==> src/verilog/ssob_pkg.sv <==
// package: register map, field layouts and enables for the supply signal override bank
package ssob_pkg;
    // printed offsets are register indices; byte address is four times the index
    localparam logic [7:0]  IDX_REG_STATUS  = 8'hE1;
    localparam logic [7:0]  IDX_CHARGER     = 8'hE2;
    localparam logic [7:0]  IDX_MISC        = 8'hE3;
    localparam logic [7:0]  IDX_CONV_OV     = 8'hE4;
    localparam logic [7:0]  IDX_CONV_UV     = 8'hE5;
    localparam logic [7:0]  IDX_FORCE_CTRL  = 8'hF0;
    localparam int          WORD_SHIFT      = 2;
    localparam int          ADDR_W          = 10;
    localparam int          NUM_REGS        = 5;

    // implemented bits of each register
    localparam logic [15:0] MASK_REG_STATUS = 16'h8F3F;
    localparam logic [15:0] MASK_CHARGER    = 16'hC807;
    localparam logic [15:0] MASK_MISC       = 16'h34FE;
    localparam logic [15:0] MASK_CONV_OV    = 16'h002D;
    localparam logic [15:0] MASK_CONV_UV    = 16'h8F3F;
    localparam logic [15:0] MASK_OC_BIT     = 16'h8000;
    localparam logic [15:0] MASK_UV_BITS    = 16'h0F3F;
    localparam logic [15:0] RESET_VALUE     = 16'h0000;

    // force control register bits
    localparam int          BIT_GENERAL_EN  = 0;
    localparam int          BIT_OV_EN       = 1;
    localparam int          BIT_OC_EN       = 2;
    localparam int          BIT_UV_EN       = 3;
    localparam logic [3:0]  MASK_FORCE_CTRL = 4'hF;

    // ahb transfer codes
    localparam logic [1:0]  HTRANS_NONSEQ   = 2'h2;
    localparam logic [1:0]  HRESP_OKAY      = 2'h0;
endpackage

==> src/verilog/ssob_mux_if.sv <==
// interface: written values and enables passed to the substitution mux
interface ssob_mux_if;
    import ssob_pkg::*;
    logic [15:0] wr_val [NUM_REGS];
    logic [15:0] raw    [NUM_REGS];
    logic [15:0] deb    [NUM_REGS];
    logic [3:0]  force_en;
    modport bank (output wr_val, output raw, output force_en, input deb);
    modport mux  (input wr_val, input raw, input force_en, output deb);
endinterface

==> src/verilog/ssob_force_mux.sv <==
// module: picks written or analog value per bit for the debounce inputs
module ssob_force_mux
    import ssob_pkg::*;
(
    ssob_mux_if.mux m
);
    // select mask per register from the enables
    function automatic logic [15:0] pick(input logic [15:0] w, input logic [15:0] r,
                                          input logic [15:0] sel);
        pick = (w & sel) | (r & ~sel);
    endfunction

    logic [15:0] sel_uv;
    logic [15:0] sel_gen;

    // group enables; a clear enable leaves the analog value through
    always_comb begin
        sel_gen = m.force_en[BIT_GENERAL_EN] ? 16'hFFFF : 16'h0000;
        sel_uv  = (m.force_en[BIT_UV_EN] ? MASK_UV_BITS : 16'h0000)
                | (m.force_en[BIT_OC_EN] ? MASK_OC_BIT : 16'h0000);
        m.deb[0] = pick(m.wr_val[0], m.raw[0], sel_gen & MASK_REG_STATUS);
        m.deb[1] = pick(m.wr_val[1], m.raw[1], sel_gen & MASK_CHARGER);
        m.deb[2] = pick(m.wr_val[2], m.raw[2], sel_gen & MASK_MISC);
        m.deb[3] = pick(m.wr_val[3], m.raw[3],
                        m.force_en[BIT_OV_EN] ? MASK_CONV_OV : 16'h0000);
        m.deb[4] = pick(m.wr_val[4], m.raw[4], sel_uv);
    end
endmodule

==> src/verilog/ssob_bank.sv <==
// module: supply signal override bank with ahb-lite register access
//
// Contract
// - reads return raw undebounced analog signal values
// - general enable substitutes status, charger, misc bits
// - over-voltage enable substitutes converter over-voltage bits
// - over-current enable substitutes limit switch bit
// - under-voltage enable substitutes regulator under-voltage bits
// - sequencer reset clears regulator status bits
// - status: switch 15, linear 11:8, converters 5:0
// - charger: hot 15, cold 14, end 11, thresholds 2:0
// - misc: sinks 13:12, usb limit 10, aux 7:4
// - misc: lockout ok 3, die temperature 2:1
// - over-voltage: converters 6,4,3,1 at 5,3,2,0
// - under-voltage: switch 15, linear 11:8, converters 5:0
//
// The AHB-Lite interface to the registers was chosen for this implementation.
module ssob_bank
    import ssob_pkg::*;
(
    input  wire logic              clk_sys_in,
    input  wire logic              rst_n_in,
    input  wire logic              clk_en_in,
    input  wire logic              seq_reset_in,
    input  wire logic              hsel_in,
    input  wire logic [31:0]       haddr_in,
    input  wire logic [1:0]        htrans_in,
    input  wire logic              hwrite_in,
    input  wire logic [2:0]        hsize_in,
    input  wire logic [31:0]       hwdata_in,
    input  wire logic              hready_in,
    output logic      [31:0]       hrdata_out,
    output logic                   hreadyout_out,
    output logic      [1:0]        hresp_out,
    input  wire logic [15:0]       raw_reg_status_in,
    input  wire logic [15:0]       raw_charger_in,
    input  wire logic [15:0]       raw_misc_in,
    input  wire logic [15:0]       raw_conv_ov_in,
    input  wire logic [15:0]       raw_conv_uv_in,
    output logic      [15:0]       deb_reg_status_out,
    output logic      [15:0]       deb_charger_out,
    output logic      [15:0]       deb_misc_out,
    output logic      [15:0]       deb_conv_ov_out,
    output logic      [15:0]       deb_conv_uv_out
);
    typedef struct packed {
        logic [NUM_REGS-1:0][15:0] raw_s1;
        logic [NUM_REGS-1:0][15:0] raw_s2;
        logic [NUM_REGS-1:0][15:0] wr_val;
        logic [3:0]                force_en;
        logic                      seq_s1;
        logic                      seq_s2;
        logic                      wr_pend;
        logic [7:0]                wr_idx;
        logic [31:0]               rdata;
        logic [NUM_REGS-1:0][15:0] deb;
    } ssob_state_t;

    ssob_state_t st_r;
    ssob_state_t st_nxt;
    ssob_mux_if  mif ();

    // maps a register index to its slot, or NUM_REGS for none
    function automatic int slot_of(input logic [7:0] idx);
        if (idx >= IDX_REG_STATUS && idx <= IDX_CONV_UV)
            slot_of = int'(idx - IDX_REG_STATUS);
        else
            slot_of = NUM_REGS;
    endfunction

    function automatic logic [15:0] mask_of(input int s);
        unique case (s)
            0:       mask_of = MASK_REG_STATUS;
            1:       mask_of = MASK_CHARGER;
            2:       mask_of = MASK_MISC;
            3:       mask_of = MASK_CONV_OV;
            4:       mask_of = MASK_CONV_UV;
            default: mask_of = 16'h0000;
        endcase
    endfunction

    logic [7:0] a_idx;
    logic       a_take;
    logic [15:0] raw_pin [NUM_REGS];

    assign raw_pin[0] = raw_reg_status_in;
    assign raw_pin[1] = raw_charger_in;
    assign raw_pin[2] = raw_misc_in;
    assign raw_pin[3] = raw_conv_ov_in;
    assign raw_pin[4] = raw_conv_uv_in;

    // address phase decode of a valid transfer
    assign a_idx  = haddr_in[ADDR_W-1:WORD_SHIFT];
    assign a_take = hsel_in && hready_in && (htrans_in == HTRANS_NONSEQ);

    // mux connection uses synchronised raw values
    generate
        for (genvar g = 0; g < NUM_REGS; g++) begin : g_conn
            assign mif.wr_val[g] = st_r.wr_val[g];
            assign mif.raw[g]    = st_r.raw_s2[g];
        end
    endgenerate
    assign mif.force_en = st_r.force_en;

    ssob_force_mux u_mux (
        .m (mif.mux)
    );

    // next state: synchronisers, writes, read data, debounce capture
    always_comb begin
        int ws;
        ws = slot_of(st_r.wr_idx);
        st_nxt = st_r;
        st_nxt.seq_s1 = seq_reset_in;
        st_nxt.seq_s2 = st_r.seq_s1;
        for (int i = 0; i < NUM_REGS; i++) begin
            st_nxt.raw_s1[i] = raw_pin[i] & mask_of(i);
            st_nxt.raw_s2[i] = st_r.raw_s1[i];
            st_nxt.deb[i]    = mif.deb[i];
        end
        // data phase of a write
        if (st_r.wr_pend) begin
            if (ws < NUM_REGS)
                st_nxt.wr_val[ws] = hwdata_in[15:0] & mask_of(ws);
            else if (st_r.wr_idx == IDX_FORCE_CTRL)
                st_nxt.force_en = hwdata_in[3:0] & MASK_FORCE_CTRL;
        end
        st_nxt.wr_pend = a_take && hwrite_in;
        st_nxt.wr_idx  = a_idx;
        // read returns raw values; unmapped reads zero
        if (a_take && !hwrite_in) begin
            if (slot_of(a_idx) < NUM_REGS)
                st_nxt.rdata = {16'h0000, st_r.raw_s2[slot_of(a_idx)]};
            else if (a_idx == IDX_FORCE_CTRL)
                st_nxt.rdata = {28'h0000000, st_r.force_en};
            else
                st_nxt.rdata = 32'h00000000;
        end
        // sequencer reset clears the regulator status bank
        if (st_r.seq_s2) begin
            st_nxt.wr_val[0] = RESET_VALUE;
            st_nxt.raw_s1[0] = RESET_VALUE;
            st_nxt.raw_s2[0] = RESET_VALUE;
        end
    end

    // state register with clock enable
    always_ff @(posedge clk_sys_in or negedge rst_n_in) begin
        if (!rst_n_in) begin
            st_r <= '0;
        end else if (clk_en_in) begin
            st_r <= st_nxt;
        end
    end

    // bus answers and debounce outputs
    assign hreadyout_out      = 1'b1;
    assign hresp_out          = HRESP_OKAY;
    assign hrdata_out         = st_r.rdata;
    assign deb_reg_status_out = st_r.deb[0];
    assign deb_charger_out    = st_r.deb[1];
    assign deb_misc_out       = st_r.deb[2];
    assign deb_conv_ov_out    = st_r.deb[3];
    assign deb_conv_uv_out    = st_r.deb[4];
endmodule

==> config.mk <==
export PLATFORM = sky130hd
export DESIGN_NAME = ssob_bank
export DESIGN_NICKNAME = d
export VERILOG_FILES = /design/src/verilog/ssob_pkg.sv /design/src/verilog/ssob_mux_if.sv /design/src/verilog/ssob_force_mux.sv /design/src/verilog/ssob_bank.sv
export SDC_FILE = /design/constraint.sdc
export NUM_CORES = 1
export LEC_CHECK = 0
export ABC_AREA = 0
export BUFFER_PORTS_ARGS = -buffer_cell sky130_fd_sc_hd__clkbuf_2
export CORE_MARGIN = 3
export CORE_UTILIZATION = 30
export CTS_BUF_LIST = sky130_fd_sc_hd__clkbuf_8
export DETAILED_ROUTE_END_ITERATION = 8
export SLEW_MARGIN = 20
export SYNTH_ARGS = -nofsm -noshare
export SYNTH_HDL_FRONTEND = slang
export SYNTH_SLANG_ARGS = --single-unit
==> constraint.sdc <==
create_clock -name clk_sys_in -period 2.8 [get_ports clk_sys_in]
set_input_delay 0.28 -clock clk_sys_in [delete_from_list [all_inputs] [get_ports clk_sys_in]]
set_output_delay 0.28 -clock clk_sys_in [all_outputs]
set_load 0.05 [all_outputs]
# After elaboration in Yosys (flattened, before gate mapping)
# Cells that the tools add are included.
dict set report totals {
  mem_count 0
  regBits 301
  romBits 0
  output_inout_bits 115
  latch_bits 0
  ramBits 0
  input_bits 156
  word_cells 110
}
dict set report classes {
  eq_ne 7
  mux 27
  bitwise_logic 23
  reduce_logical 16
  multipliers 0
  n_shift 0
  div_mod_pow 0
  addsub 2
  magnitude_cmp 9
}
# cell n
set ops {}
lappend ops {{two-way mux 16 bit} 12}
lappend ops {{two-way mux 32 bit} 5}
lappend ops {{AND 16 bit} 7}
lappend ops {{OR 16 bit} 6}
lappend ops {{bitwise mux 80 bit} 1}
lappend ops {{== test 32 x 2 -> 1 bit, second input constant} 2}
lappend ops {{less-than comparator 32 x 4 -> 1 bit, second input constant} 2}
lappend ops {{less-than comparator 32 x 5 -> 1 bit, second input constant} 2}
lappend ops {{inverter 16 bit} 4}
lappend ops {{case mux 16 bit (4 select lines)} 1}
lappend ops {{binary-select mux 16 bit (select 3 bit)} 1}
lappend ops {{demux 16 bit (select 3 bit)} 1}
lappend ops {{== test 32 x 1 -> 1 bit, second input constant} 1}
lappend ops {{== test 32 x 3 -> 1 bit, second input constant} 1}
lappend ops {{greater-or-equal comparator 32 x 1 -> 1 bit, second input constant} 1}
lappend ops {{logical NOT 32 bit} 1}
lappend ops {{two-way mux 20 bit} 1}
lappend ops {{subtractor 8 x 8 -> 9 bit, second input constant} 2}
lappend ops {{AND 14 x 16 -> 16 bit} 1}
lappend ops {{AND 16 x 14 -> 16 bit} 1}
lappend ops {{AND 16 x 6 -> 16 bit} 1}
lappend ops {{AND 6 x 16 -> 16 bit} 1}
lappend ops {{== test 8 bit, second input constant} 2}
lappend ops {{greater-or-equal comparator 8 bit, second input constant} 2}
lappend ops {{other kinds (14)} 25}

# Logic depth before layout (Yosys ltp)
# Gate-level depths: netlist of run 1.
dict set report logic_depth {
  depth_word 13
  mapped_depth 10
  ltp_nobuf 7
}

# Hierarchy
# From an unflattened synthesis of run 1, not the netlist that was laid out.
dict set report unflattened {
  hier_cells 987
  hier_area_um2 12645.9
}
# mod area_per_inst_um2 cells_each instances
set modules_own_cells {}
lappend modules_own_cells {ssob_bank 11756.3 903 1}
lappend modules_own_cells {ssob_force_mux 889.6 84 1}

# Least setup slack after synthesis of run 1
# No wires, ideal clock.
dict set report synth_timing {
  path_kind {input to register}
  start {in haddr_in[2]}
  end {reg st_r, in the netlist hrdata_out[5]}
  arrival_time_ns 2.044
  path_slack_ns 0.664
  setup_time_ns 0.092
  required_time_ns 2.708
  path_stages 10
  cell_sequence {buf_6 clkbuf_1 inv_1 ha_1 buf_2 nor2_1 o31ai_1 a211oi_1 a31oi_1 o31ai_2}
}
dict set report synth_between {
  elab_chain_len 9
  elab_cells_between_ends 13
  cone_classes {add/sub (1); order compare (3); mux (8); reduce/logical (1)}
}
# item line
set synth_rtl {}
lappend synth_rtl {{from (decl)} ssob_bank.sv:26} ;# input wire logic [31:0] haddr_in,
lappend synth_rtl {{greater-or-equal comparator 8 bit / less-or-equal comparator 8 bit (equally long branches)} ssob_bank.sv:65} ;# if (idx >= IDX_REG_STATUS && idx <= IDX_CONV_UV)
lappend synth_rtl {{logical AND 1 bit} ssob_bank.sv:65}
lappend synth_rtl {{two-way mux 32 bit (*)} ssob_bank.sv:65}
lappend synth_rtl {{branches (longest 5 deep; another with less-than comparator 32 x 4 -> 1 bit)} -}
lappend synth_rtl {{two-way mux 16 bit (*)} ssob_bank.sv:132} ;# if (slot_of(a_idx) < NUM_REGS)
lappend synth_rtl {{to (signal assigned)} ssob_bank.sv:152} ;# st_r <= st_nxt;
lappend synth_rtl {{to (decl)} ssob_bank.sv:59} ;# ssob_state_t st_r;
# Mark *: on every way between the ends. The select of a mux whose other input is x is not followed.
# A chain may end at the register's enable or synchronous reset.

# Final worst setup path of run 1
dict set report layout_timing {
  start {reg st_r[112] (netlist name)}
  end {reg st_r, in the netlist mif.wr_val[50]}
}
dict set report layout_between {
  elab_chain_len 10
  elab_cells_between_ends 23
  cone_classes {add/sub (1); order compare (5); eq/ne (4); mux (7); bitwise (1); reduce/logical (5)}
}
# item line
set layout_rtl {}
lappend layout_rtl {{greater-or-equal comparator 8 bit / less-or-equal comparator 8 bit (equally long branches)} ssob_bank.sv:65}
lappend layout_rtl {{logical AND 1 bit} ssob_bank.sv:65}
lappend layout_rtl {{two-way mux 32 bit (*)} ssob_bank.sv:65}
lappend layout_rtl {{branches (longest 7 deep; another with greater-or-equal comparator 32 x 1 -> 1 bit)} -}
# Marked as above.

==> key figures, run 1 <==
Status
  • Outcome: finished, final reports clean

Final layout
  • Nets: roughly 1100
  • Synth-to-layout area growth: 9.15%
  • Antenna diodes: 0
  • Fraction of layout cells with a size suffix above 1: 0.314

Pwr
  • Pwr Density: between 600 and 700 mW/mm^2
  • Max VDD drop: ~0.25 mV
  • Switch Pwr: ~2.3 mW
  • Logic pwr share: 0.211
  • Proportion of power drawn by the clock network: 0.265
  • Share of power burned in registers: 0.523
  • LEAKAGE: 4.76 nW
  • Cell internal pwr: 4.17 mW
  • Switch share: 0.353

Logic synthesis
  • Synthesized cell area: between 0.009 and 0.01 sq mm
  • Number of flops mapped to enable cells by yosys: 0
  • Async SR Flop Fraction: 1.00
  • Area contributors post-synth: dfrtp_1 52%, mux2_2 12%, buf_4 9.0%
  • Share of the synthesized area in the top cell type: 0.517
  • Share of the synthesized area in compound gates (AO/OA/AOI/OAI): 0.0901
  • Distinct cells, synth: 60
  • Seq/Total Area, Yosys: 0.517
  • Top FF cell, synth: dfrtp_1
  • Multiplexer share of the synthesized area: 0.166
  • Cells after Synth: around 870
  • Syn Area/Cell: approximately 11 sq um
  • Post-Synth XOR/XNOR Area: 0.00273
  • Largest family of logic cells by synthesized area: multiplexers
  • Largest area contributor in the netlist: dfrtp_1
  • Adder-cell share of the synthesized area: 0.00779
  • Synth Warn #: 0
  • Simple-Gate Fraction of Synth Area: 0.0957
  • Yosys reg bits: a little under 200

Clock tree
  • TritonCTS clock tree: done
  • CTS Buf Count: 17
  • Total setup buffers inserted after CTS: 0
  • CTS sink count: slightly below 200
  • Clock insertion delay at the later pin of the skew report: between 400 and 500 ps
  • H-tree depth: 4
  • Post-CTS sizing: 0
  • Clk buf depth: 2
  • Clock Root Buffer: clkbuf_8
  • Clk slew on worst S/H paths: 110 ps

Routing
  • DRC errors left: 0
  • Routed WL per cell: roughly 18 um
  • Vias/cell: approximately 4.7
  • Antenna-violating nets left: 0
  • Total number of vias: between 6000 and 7000
  • DRT Pass-1 Iters: 5
  • DR iter-0 viols: ~360
  • Detailed Route WL: 24500 um

Floorplanning
  • I/O pin count: 271
  • Initial Util: 0.309
  • Die Ht: 185 um
  • Die Area: roughly 0.034 sq mm
  • Die W: between 150 and 200 um
  • Row Count: 64
  • CORE AREA: 0.0311 sq mm

Global route
  • GRT met3 Usage: 0.0353
  • Total GRT Usage: 0.145
  • First-pass GRT wire length: about 38000 um
  • GRT met1 Usage: 0.200
  • Layer with the highest usage: met2
  • Pin count of the biggest net entering global routing: 137
  • Vias in the first global route: ~6300
  • Initial antenna violation count: 2
  • GR Overflow Total: 0
  • Met2 usage: 0.230

Setup path
  • R2r worst-path depth: 8
  • CP Data Arrival Time: 2980 ps
  • Reg2reg setup slack: 240 ps
  • R2R Path End: mif.wr_val[50]$_DFFE_PN0P_
  • Critical Path Fanout Max: 8
  • Critical path endpoint category: flop
  • WP data required: ~3200 ps
  • Worst r2r src: st_r[112]$_DFFE_PN0P_
  • Startpoint class of the critical path: flop
  • Crit path from: st_r[112]$_DFFE_PN0P_
  • Crit Path Class: reg -> reg

Placed design
  • Placer Congestion: about 0.85
  • Number of port buffers: ~130
  • Sum of net half-perimeters after detailed placement: roughly 18000 um

STA
  • Setup TNS: 0 ps
  • Worst-margin pin slew: 898 ps
  • Clk_skew: 13.9 ps
  • FMAX: a little under 400 MHz
  • Pins over their slew limit: 0
  • Slew HR: 0.397
  • RSZ-0062 raised after global routing: false
  • Final count of hold timing violations: 0
  • Post-route clock period utilization: 0.915
  • Minimum clock period: ~2600 ps
  • Worst hold margin: between 20 and 25 ps
  • Final-report setup violation count: 0

Worst hold path
  • Beginning of the worst hold path: raw_conv_uv_in[15]
  • Worst Hold Endpoint: st_nxt[286]$_DFFE_PN0P_
  • Hold Path Stages: 2
  • Worst Hold Class: in -> reg

Run
  • MaxCap Viol Count: 0
[routing by layer]
metal  vias up  wire (um)  share of wire
met5         -         13        0.00053
met4         2        323          0.013
met3        21       1650          0.067
met2       189      11400           0.47
met1      3091      11100           0.45
li1       2962          -              -
[cell type report]
class	count	area [sq um]
Tap cell	396	495
Clock inverter	13	100
Inverter	29	109
Clock buffer	18	248
Multi-Input combinational cell	533	3710
Timing Repair Buffer	153	876
Sequential cell	199	4980
Fill cell	3167	20600
[repair_timing]
action	4_1_cts	5_1_grt
hold buffers	2	0
hold endpoints to repair	74	0
endpoints found under the setup margin	0	0
[synth_stat cells (3+ instances only)]
cell type	instances
a31oi_1	5
o21ai_0	30
nor4_1	4
nand2_1	52
nor2b_1	5
or3_1	3
and2_1	6
nand3b_1	21
a22o_1	12
a32oi_1	6
nand3_1	7
a32o_1	4
buf_2	7
nor3_1	5
ha_1	6
nor2_1	60
mux2i_1	45
o31ai_1	6
a21oi_1	55
inv_1	29
buf_4	116
clkbuf_1	23
mux2_2	102
dfrtp_1	199
buf_1	11
[power by group through the flow]
stage               Combinational [mW]  Sequential [mW]  Clock [mW]
finish                            1.36             3.37        1.71
floorplan                         1.22             3.31           0
detailed placement                1.37             3.43           0
global route                      1.48             3.41        1.90
global placement                  1.36             3.42           0
CTS                               1.38             3.37        1.77
[layout by cell type (no fill, tap or decap), drive strengths merged, types with 8 or more instances in the layout]
| cell | synthesis | final |
|---|---|---|
| mux2i | 45 | 45 |
| nand2 | 52 | 52 |
| buf | 135 | 20 |
| dfrtp | 199 | 199 |
| nor2 | 61 | 61 |
| conb | 2 | 57 |
| nand3 | 8 | 8 |
| clkbuf | 24 | 149 |
| nand3b | 21 | 21 |
| a22o | 12 | 12 |
| a21oi | 56 | 56 |
| mux2 | 102 | 102 |
| o21ai | 32 | 32 |
| inv | 29 | 33 |
[stage by stage]
| stage | power [mW] | util | area, sq um | setup slack, ps | instances |
|---|---|---|---|---|---|
| floorplan | 4.53 | - | 9840 | 664 | 920 |
| global placement | 4.79 | 0.326 | 10200 | 261 | 1308 |
| detailed placement | 4.80 | 0.326 | 10200 | 287 | 1308 |
| CTS | 6.52 | 0.338 | 10500 | 247 | 1341 |
| global route | 6.78 | 0.338 | 10500 | 36.6 | 1341 |
| finish | 6.44 | 0.338 | 10500 | 239 | 1341 |
[worst max-delay path, stage by stage, from the launching register on]
cell      delay, ps
dfrtp_1         480
inv_1           160
ha_1            180
nand2b_1        180
a21oi_1         120
nor2_1          400
nor4b_1         620
buf_4           230
mux2_2          140
[flip-flops by register name (all words and copies together) (netlist names)]
name                cells
deb_conv_uv_out        11
deb_conv_ov_out         4
st_r                   21
deb_misc_out           10
mif.force_en            4
deb_charger_out         6
mif.raw                42
mif.wr_val             42
hrdata_out             16
st_nxt                 32
deb_reg_status_out     11
[how the worst max path moves through the flow]
stage          cells past startpoint                          to  slack (ps)
2_1_floorplan                     10   hrdata_out[5]$_DFFE_PN0P_         660
3_3_place_gp                       7  mif.wr_val[69]$_DFFE_PN0P_         260
3_5_place_dp                       8   mif.wr_val[2]$_DFFE_PN0P_         290
4_1_cts                            8  mif.wr_val[50]$_DFFE_PN0P_         250
5_1_grt                            7  mif.wr_val[68]$_DFFE_PN0P_          40
6_report                           8  mif.wr_val[50]$_DFFE_PN0P_         240
[logic make-up (layout without fill, tap and decap cells)]
family | count (synthesis) | count (layout)
xor+xnor | 3 | 3
buf+inv | 188 | 213
flops | 199 | 199
mux | 147 | 147
fa+ha+maj | 6 | 6
simple gates | 183 | 183
other cells | 2 | 57
compound gates | 137 | 137
No activity file was read; power rests on OpenSTA's default activity.
==> run 2, diff against run 1 <==
SLEW_MARGIN = 30   (was 20)
SYNTH_HIERARCHICAL = 1   (was not set)
==> run 2 against run 1 <==
  * Clock skew rose by 19 ps
  * Die area rose by 18%
  * Sequential share of layout area fell by 3.4 points
  * Count of clock-buffer cells in the layout rose by 35
  * Flip-flop and latch count rose by 38
  * Worst hold slack improved by 40 ps
  * First-iteration DRC count fell by 28%
  * Critical path depth did not move
  * Largest power group unchanged
  * Power rose by 41%
==> key figures, run 2 <==
Status
  • Outcome: finished, final reports clean

Setup path
  • Crit Path Class: reg -> reg
  • Worst r2r src: st_r[112]$_DFFE_PN0P_
  • R2R Path End: mif.wr_val[45]$_DFFE_PN0P_
  • WP data required: 3240 ps (+20 ps)
  • Critical path endpoint category: flop
  • CP Data Arrival Time: 3010 ps (+30 ps)
  • CP cell instances: inv_1 > ha_1 > or2_1 > o21ai_2 > nand4_2 > nor3_2 > buf_4 > mux2_2
  • CP endpoint: mif.wr_val[45]$_DFFE_PN0P_
  • Critical Path Fanout Max: 8 (unchanged)
  • Startpoint class of the critical path: flop
  • Crit-path slowest cell: dfrtp_1
  • Max incr delay on CP: 460 ps (-160 ps)
  • Reg2reg setup slack: 240 ps (about the same)
  • Crit path from: st_r[112]$_DFFE_PN0P_
  • R2r worst-path depth: 8 (unchanged)

Pwr
  • Switch Pwr: 2.89 mW (+27%)
  • Logic pwr share: 0.203 (-0.008)
  • LEAKAGE: 6.33 nW (+33%)
  • Switch share: 0.318 (-0.0347)
  • Max VDD drop: 0.404 mV (+60%)
  • Pwr Density: 674 mW/mm^2 (+10%)
  • Cell internal pwr: 6.20 mW (+49%)
  • Proportion of power drawn by the clock network: 0.355 (+0.090)
  • Share of power burned in registers: 0.442 (-0.081)

STA
  • Minimum clock period: 2560 ps (+3.68 ps)
  • Worst hold margin: 61.2 ps (+40.3 ps)
  • RSZ-0062 raised after global routing: false
  • Post-route clock period utilization: 0.916 (+0.00131)
  • Worst-margin pin slew: 1130 ps (+233 ps)
  • Slack of the critical path: 235 ps (-3.68 ps)
  • Clk_skew: 33.4 ps (+19.4 ps)
  • FMAX: 390 MHz (-0.14%)
  • Pins over their slew limit: 0 (unchanged)
  • Final count of hold timing violations: 0 (unchanged)
  • Final-report setup violation count: 0 (unchanged)
  • Setup TNS: 0 ps (unchanged)
  • Slew HR: 0.246 (-0.151)

Clock tree
  • CTS Buf Count: 45 (+28)
  • Clk buf depth: 3 (+1)
  • CTS sink count: 237 (+19%)
  • Clock insertion delay at the later pin of the skew report: 580 ps (+100 ps)
  • Clk slew on worst S/H paths: 60 ps (-50 ps)
  • Clock Root Buffer: clkbuf_8
  • TritonCTS clock tree: done
  • H-tree depth: 2 (-2)

Floorplanning
  • Initial Util: 0.308 (-0.00125)
  • Die W: 201 um (+8.7%)
  • I/O pin count: 271 (unchanged)
  • Die Area: 0.0405 sq mm (+18%)
  • Die Ht: 201 um (+8.7%)
  • CORE AREA: 0.0371 sq mm (+19%)
  • Row Count: 70 (+9.4%)

Final layout
  • Post-route insts no fill: 1605 (+20%)
  • Footprint of the multi-input gates: 0.00423 sq mm (+14%)
  • Commonest non-fill, non-tap cell in the layout: dfrtp_1
  • Layout Utilization: 0.363 (+0.0256)
  • Fraction of layout cells with a size suffix above 1: 0.441 (+0.126)
  • Synth-to-layout area growth: 17.9%
  • Register area: 0.00593 sq mm (+19%)
  • Most frequent cells in the layout: 237 x dfrtp_1, 204 x mux2_2, 168 x clkbuf_2, 67 x dlygate4sd3_1, 57 x conb_1
  • Nets: 1234 (+13%)
  • Fill count: 3754 (+19%)
  • Antenna diodes: 0 (unchanged)

Routing
  • Routed WL per cell: 17.4 um (-4.7%)
  • Antenna-violating nets left: 0 (unchanged)
  • DR iter-0 viols: 257 (-28%)
  • Vias/cell: 4.36 (-6.7%)
  • DRC errors left: 0 (unchanged)
  • Detailed Route WL: 28000 um (+14%)
  • DRT Pass-1 Iters: 4 (-1)
  • Total number of vias: 6993 (+12%)

Run
  • MaxCap Viol Count: 0 (unchanged)

Placed design
  • DP Worst Slack: 176 ps (-111 ps)
  • Number of port buffers: 170 (+29%)
  • Placer Congestion: 0.835 (-1.1%)
  • Sum of net half-perimeters after detailed placement: 19700 um (+8.5%)
  • Placed cells: 1462 (+12%)

Logic synthesis
  • Synth Warn #: 6 (+6)
  • Syn Area/Cell: 12.6 sq um (+13%)
  • Cells after Synth: 909 (+5.1%)
  • Synthesized cell area: 0.0114 sq mm (+19%)

Worst hold path
  • Worst Hold Class: in -> reg

Global route
  • Total GRT Usage: 0.139 (-0.00652)
  • First-pass GRT wire length: 43700 um (+16%)
  • Vias in the first global route: 7379 (+18%)
  • Initial antenna violation count: 0 (-2)
  • GR Overflow Total: 0 (unchanged)
  • Pin count of the biggest net entering global routing: 168 (+23%)
-- run 2: changes by cell type in the layout (fill, tap and decap cells not counted), moves of 7 or more --
| cell | before | now |
|---|---|---|
| nand3b_1 | 21 | 1 |
| dlygate4sd3_1 | 2 | 67 |
| clkbuf_8 | 19 | 53 |
| nor2_1 | 60 | 12 |
| inv_1 | 30 | 50 |
| clkbuf_2 | 130 | 168 |
| mux2_4 | 0 | 24 |
| dfrtp_1 | 199 | 237 |
| mux2_2 | 102 | 204 |
| o21ai_0 | 30 | 37 |
| a21oi_1 | 55 | 13 |
| mux2i_1 | 45 | 3 |
-- run 2: what timing repair did --
| action | CTS | global route |
|---|---|---|
| endpoints found under the setup margin | 0 | 1 |
| hold endpoints to repair | 131 | 0 |
| setup buffers | 0 | 0 |
| hold buffers | 67 | 0 |
| gates resized for setup | 0 | 1 |
-- run 2: area by class of cell --
type                            instances  area share
Timing Repair Buffer                  256       0.128
Multi-Input combinational cell        501       0.314
Tap cell                              504      0.0467
Inverter                               31     0.00862
Sequential cell                       237       0.440
Clock inverter                         23     0.00900
Clock buffer                           53      0.0541
-- run 2: worst max-delay path, delay by kind of cell (launching register included) --
kind / cells / cell delay, ps
compound gates: 1 / 150
fa+ha+maj: 1 / 290
buf+inv: 2 / 410
flops: 1 / 460
mux: 1 / 350
simple gates: 3 / 770
-- run 2: per-layer routing --
layer	vias to the layer above	share of wire	track usage	wire length, um
met5	-	0	0	0
met4	0	0.026	0.0511	727
met3	44	0.061	0.0359	1700
met2	181	0.46	0.219	13000
met1	3496	0.45	0.184	12500
li1	3272	-	-	-
-- run 2: per-stage QoR --
stage	cell area (sq um)	total power, mW
4_1_cts	13500	9.30
5_1_grt	13500	9.58
6_report	13500	9.09
3_5_place_dp	12000	5.87
2_1_floorplan	11600	5.61
3_3_place_gp	12000	5.84
-- run 2: power by group through the flow --
stage	Sequential [mW]	Combinational, mW	Clock (mW)
6_report	4.02	1.84	3.23
5_1_grt	4.07	1.97	3.54
4_1_cts	4.03	1.87	3.41
3_5_place_dp	4.09	1.79	0
3_3_place_gp	4.07	1.77	0
2_1_floorplan	3.97	1.64	0
-- run 2: how the worst min path moves through the flow --
stage / start / end / slack (ps) / cells past startpoint
after floorplan: rst_n_in / deb_charger_out[0]$_DFFE_PN0P_ / -20 / 0
after global routing: hwdata_in[4] / mif.wr_val[4]$_DFFE_PN0P_ / 30 / 3
after global placement: rst_n_in / deb_charger_out[3]$_DFFE_PN0P_ / 290 / 1
after detailed placement: rst_n_in / deb_charger_out[3]$_DFFE_PN0P_ / 300 / 1
after CTS: hwdata_in[4] / mif.wr_val[4]$_DFFE_PN0P_ / 6 / 3
final: hwdata_in[4] / mif.wr_val[4]$_DFFE_PN0P_ / 60 / 3
==> run 3, diff against run 2 <==
ABC_AREA = 1   (was 0)
RECOVER_POWER = 50   (was not set)
==> run 3 against run 2 <==
  * The flow now finishes with violations (max-capacitance violations, max-slew violations)
  * Die area rose by 2.9%
  * Count of clock-buffer cells in the layout fell by 8
  * Critical path depth rose by 7
  * Register-to-register slack improved by 60 ps
  * Power fell by 6.4%
  * Synthesized area rose by 2.9%
  * Flip-flop and latch count did not move
  * Core utilization fell by 0.56 points
  * First-iteration DRC count rose to 2.5 times the previous value
  * Critical path type unchanged
  * Critical endpoint is now mif.wr_val[72]$_DFFE_PN0P_
  * Largest power group unchanged
==> key figures, run 3 <==
Logic synthesis
  • Cells after Synth: 1503 (+65%)
  • Synthesized cell area: 0.0118 sq mm (+2.9%)
  • Syn Area/Cell: 7.84 sq um (-38%)
  • Synth Warn #: 6 (unchanged)

Pwr
  • Max VDD drop: 0.219 mV (-46%)
  • Switch Pwr: 2.77 mW (-4.2%)
  • Switch share: 0.326 (+0.00749)
  • Proportion of power drawn by the clock network: 0.363 (+0.008)
  • Pwr Density: 623 mW/mm^2 (-7.6%)
  • Logic pwr share: 0.181 (-0.022)
  • LEAKAGE: 7.55 nW (+19%)
  • Total Power: 8.51 mW (-6.4%)
  • Cell internal pwr: 5.74 mW (-7.5%)
  • Share of power burned in registers: 0.456 (+0.014)

Placed design
  • DP Worst Slack: 241 ps (+65.0 ps)
  • Placer Congestion: 0.854 (+2.2%)
  • Number of port buffers: 170 (unchanged)
  • Sum of net half-perimeters after detailed placement: 24100 um (+23%)

Routing
  • Total number of vias: 9483 (+36%)
  • DRC errors left: 0 (unchanged)
  • DR iter-0 viols: 644 (+150%)
  • Antenna-violating nets left: 0 (unchanged)
  • Routed WL per cell: 15.3 um (-12%)
  • DRT Pass-1 Iters: 8 (+4)
  • Detailed Route WL: 33300 um (+19%)
  • Vias/cell: 4.34 (-0.39%)

Clock tree
  • Clock insertion delay at the later pin of the skew report: 590 ps (about the same)
  • CTS sink count: 237 (unchanged)
  • TritonCTS clock tree: done
  • CTS Buf Count: 42 (-6.7%)
  • Clk buf depth: 3 (unchanged)
  • Clk slew on worst S/H paths: 60 ps (about the same)
  • Clock Root Buffer: clkbuf_8
  • H-tree depth: 2 (unchanged)

Setup path
  • Critical Path Fanout Max: 13 (+5)
  • Critical path endpoint category: flop
  • Reg2reg setup slack: 290 ps (+60 ps)
  • WP data required: 3270 ps (+30 ps)
  • R2r worst-path depth: 15 (+7)
  • Crit Path Class: reg -> reg
  • Worst r2r src: st_r[112]$_DFFE_PN0P_
  • CP Data Arrival Time: 2970 ps (-40 ps)
  • R2R Path End: mif.wr_val[72]$_DFFE_PN0P_
  • Startpoint class of the critical path: flop

Global route
  • Vias in the first global route: 9204 (+25%)
  • Total GRT Usage: 0.160 (+0.0215)
  • GR Overflow Total: 0 (unchanged)
  • Pin count of the biggest net entering global routing: 86 (-49%)
  • Initial antenna violation count: 0 (unchanged)
  • First-pass GRT wire length: 51600 um (+18%)

STA
  • RSZ-0062 raised after global routing: false
  • FMAX: 399 MHz (+2.3%)
  • Pins over their slew limit: 114 (+114)
  • Post-route clock period utilization: 0.895 (-0.0207)
  • Slew HR: -0.301 (-0.547)
  • Final-report setup violation count: 0 (unchanged)
  • Slack of the critical path: 293 ps (+57.9 ps)
  • Setup TNS: 0 ps (unchanged)
  • Worst-margin pin slew: 1950 ps (+821 ps)
  • Clk_skew: 26.7 ps (-6.69 ps)
  • Final count of hold timing violations: 0 (unchanged)
  • Minimum clock period: 2510 ps (-57.9 ps)

Floorplanning
  • Die W: 204 um (+1.4%)
  • CORE AREA: 0.0382 sq mm (+2.9%)
  • Die Area: 0.0417 sq mm (+2.9%)
  • Initial Util: 0.308 (about the same)
  • Die Ht: 204 um (+1.4%)
  • Row Count: 71 (+1.4%)
  • I/O pin count: 271 (unchanged)

Worst hold path
  • Hold Path Stages: 4 (+1)
  • Worst Hold Endpoint: st_r[112]$_DFFE_PN0P_
  • Beginning of the worst hold path: haddr_in[2]
  • Worst Hold Class: in -> reg

Final layout
  • Nets: 1807 (+46%)
  • Commonest non-fill, non-tap cell in the layout: nand2_1
  • Synth-to-layout area growth: 16.0%
  • Fraction of layout cells with a size suffix above 1: 0.157 (-0.284)
  • Most frequent cells in the layout: 706 x nand2_1, 236 x dfrtp_1, 171 x clkbuf_2, 117 x inv_1, 77 x o21ai_0

Run
  • MaxCap Viol Count: 2 (+2)

Status
  • Outcome: finished, violations left
  • Failing checks: max-capacitance violations, max-slew violations
==> run 3: worst max-delay path by stage <==
stage                          startpoint                         end  cells past startpoint
finish              st_r[112]$_DFFE_PN0P_  mif.wr_val[72]$_DFFE_PN0P_                     15
global route        st_r[112]$_DFFE_PN0P_  mif.wr_val[66]$_DFFE_PN0P_                     15
CTS                 st_r[112]$_DFFE_PN0P_  mif.wr_val[72]$_DFFE_PN0P_                     15
detailed placement  st_r[112]$_DFFE_PN0P_  mif.wr_val[72]$_DFFE_PN0P_                     15
global placement    st_r[112]$_DFFE_PN0P_  mif.wr_val[65]$_DFFE_PN0P_                     15
floorplan           st_r[112]$_DFFE_PN0P_  mif.wr_val[33]$_DFFE_PN0P_                     14
==> run 3: per-stage QoR <==
stage               area (sq um)  std cells  utilization  hold WS (ps)
global placement           12200       2044        0.320           308
floorplan                  12000       1558            -         -15.6
global route               13700       2184        0.358          83.0
detailed placement         12200       2044        0.320           311
finish                     13700       2185        0.358          87.8
CTS                        13700       2184        0.358          49.8
==> run 3: area by class of cell <==
| class | instances | area, sq um |
|---|---|---|
| fill | 4112 | 24500 |
| sequential | 237 | 5930 |
| multi-input combinational | 1009 | 4260 |
| timing repair buffer | 254 | 1660 |
| tap | 511 | 639 |
| clock buffer | 45 | 619 |
| inverter | 101 | 388 |
| clock inverter | 27 | 161 |
| antenna | 1 | 2.50 |
==> run 3: power groups by stage <==
stage	logic (mW)	clock network [mW]	registers [mW]
4_1_cts	1.57	3.21	3.88
2_1_floorplan	1.27	0	3.87
5_1_grt	1.68	3.36	3.91
3_3_place_gp	1.47	0	3.93
3_5_place_dp	1.48	0	3.94
6_report	1.54	3.09	3.88
==> run 3: critical path, cell delays in order (launching register included) <==
cell	delay, ps
dfrtp_2	460
inv_2	150
ha_1	210
inv_1	60
nand3_1	80
nand2_1	60
nor2_1	180
nand4_1	170
nand2_1	110
nand2_1	70
nand2_2	130
nand2_4	170
nand2_4	180
nand2_2	180
nand2_1	110
nand2_1	50
==> run 3: layer usage <==
metal  part of all wire  vias up  GRT usage  routed length [um]
met4              0.029        0     0.0565                 981
li1                   -     4710          -                   -
met2               0.49      266      0.272               16300
met1               0.42     4444      0.199               14000
met3              0.061       63     0.0381                2030
met5                  0        -          0                   0
==> run 3: what timing repair did <==
item / 4_1_cts / 5_1_grt
hold endpoints to repair: 145 / 0
hold buffers: 68 / 0
endpoints found under the setup margin: 0 / 25
resized for setup: 0 / 4
buffers inserted: 0 / 0
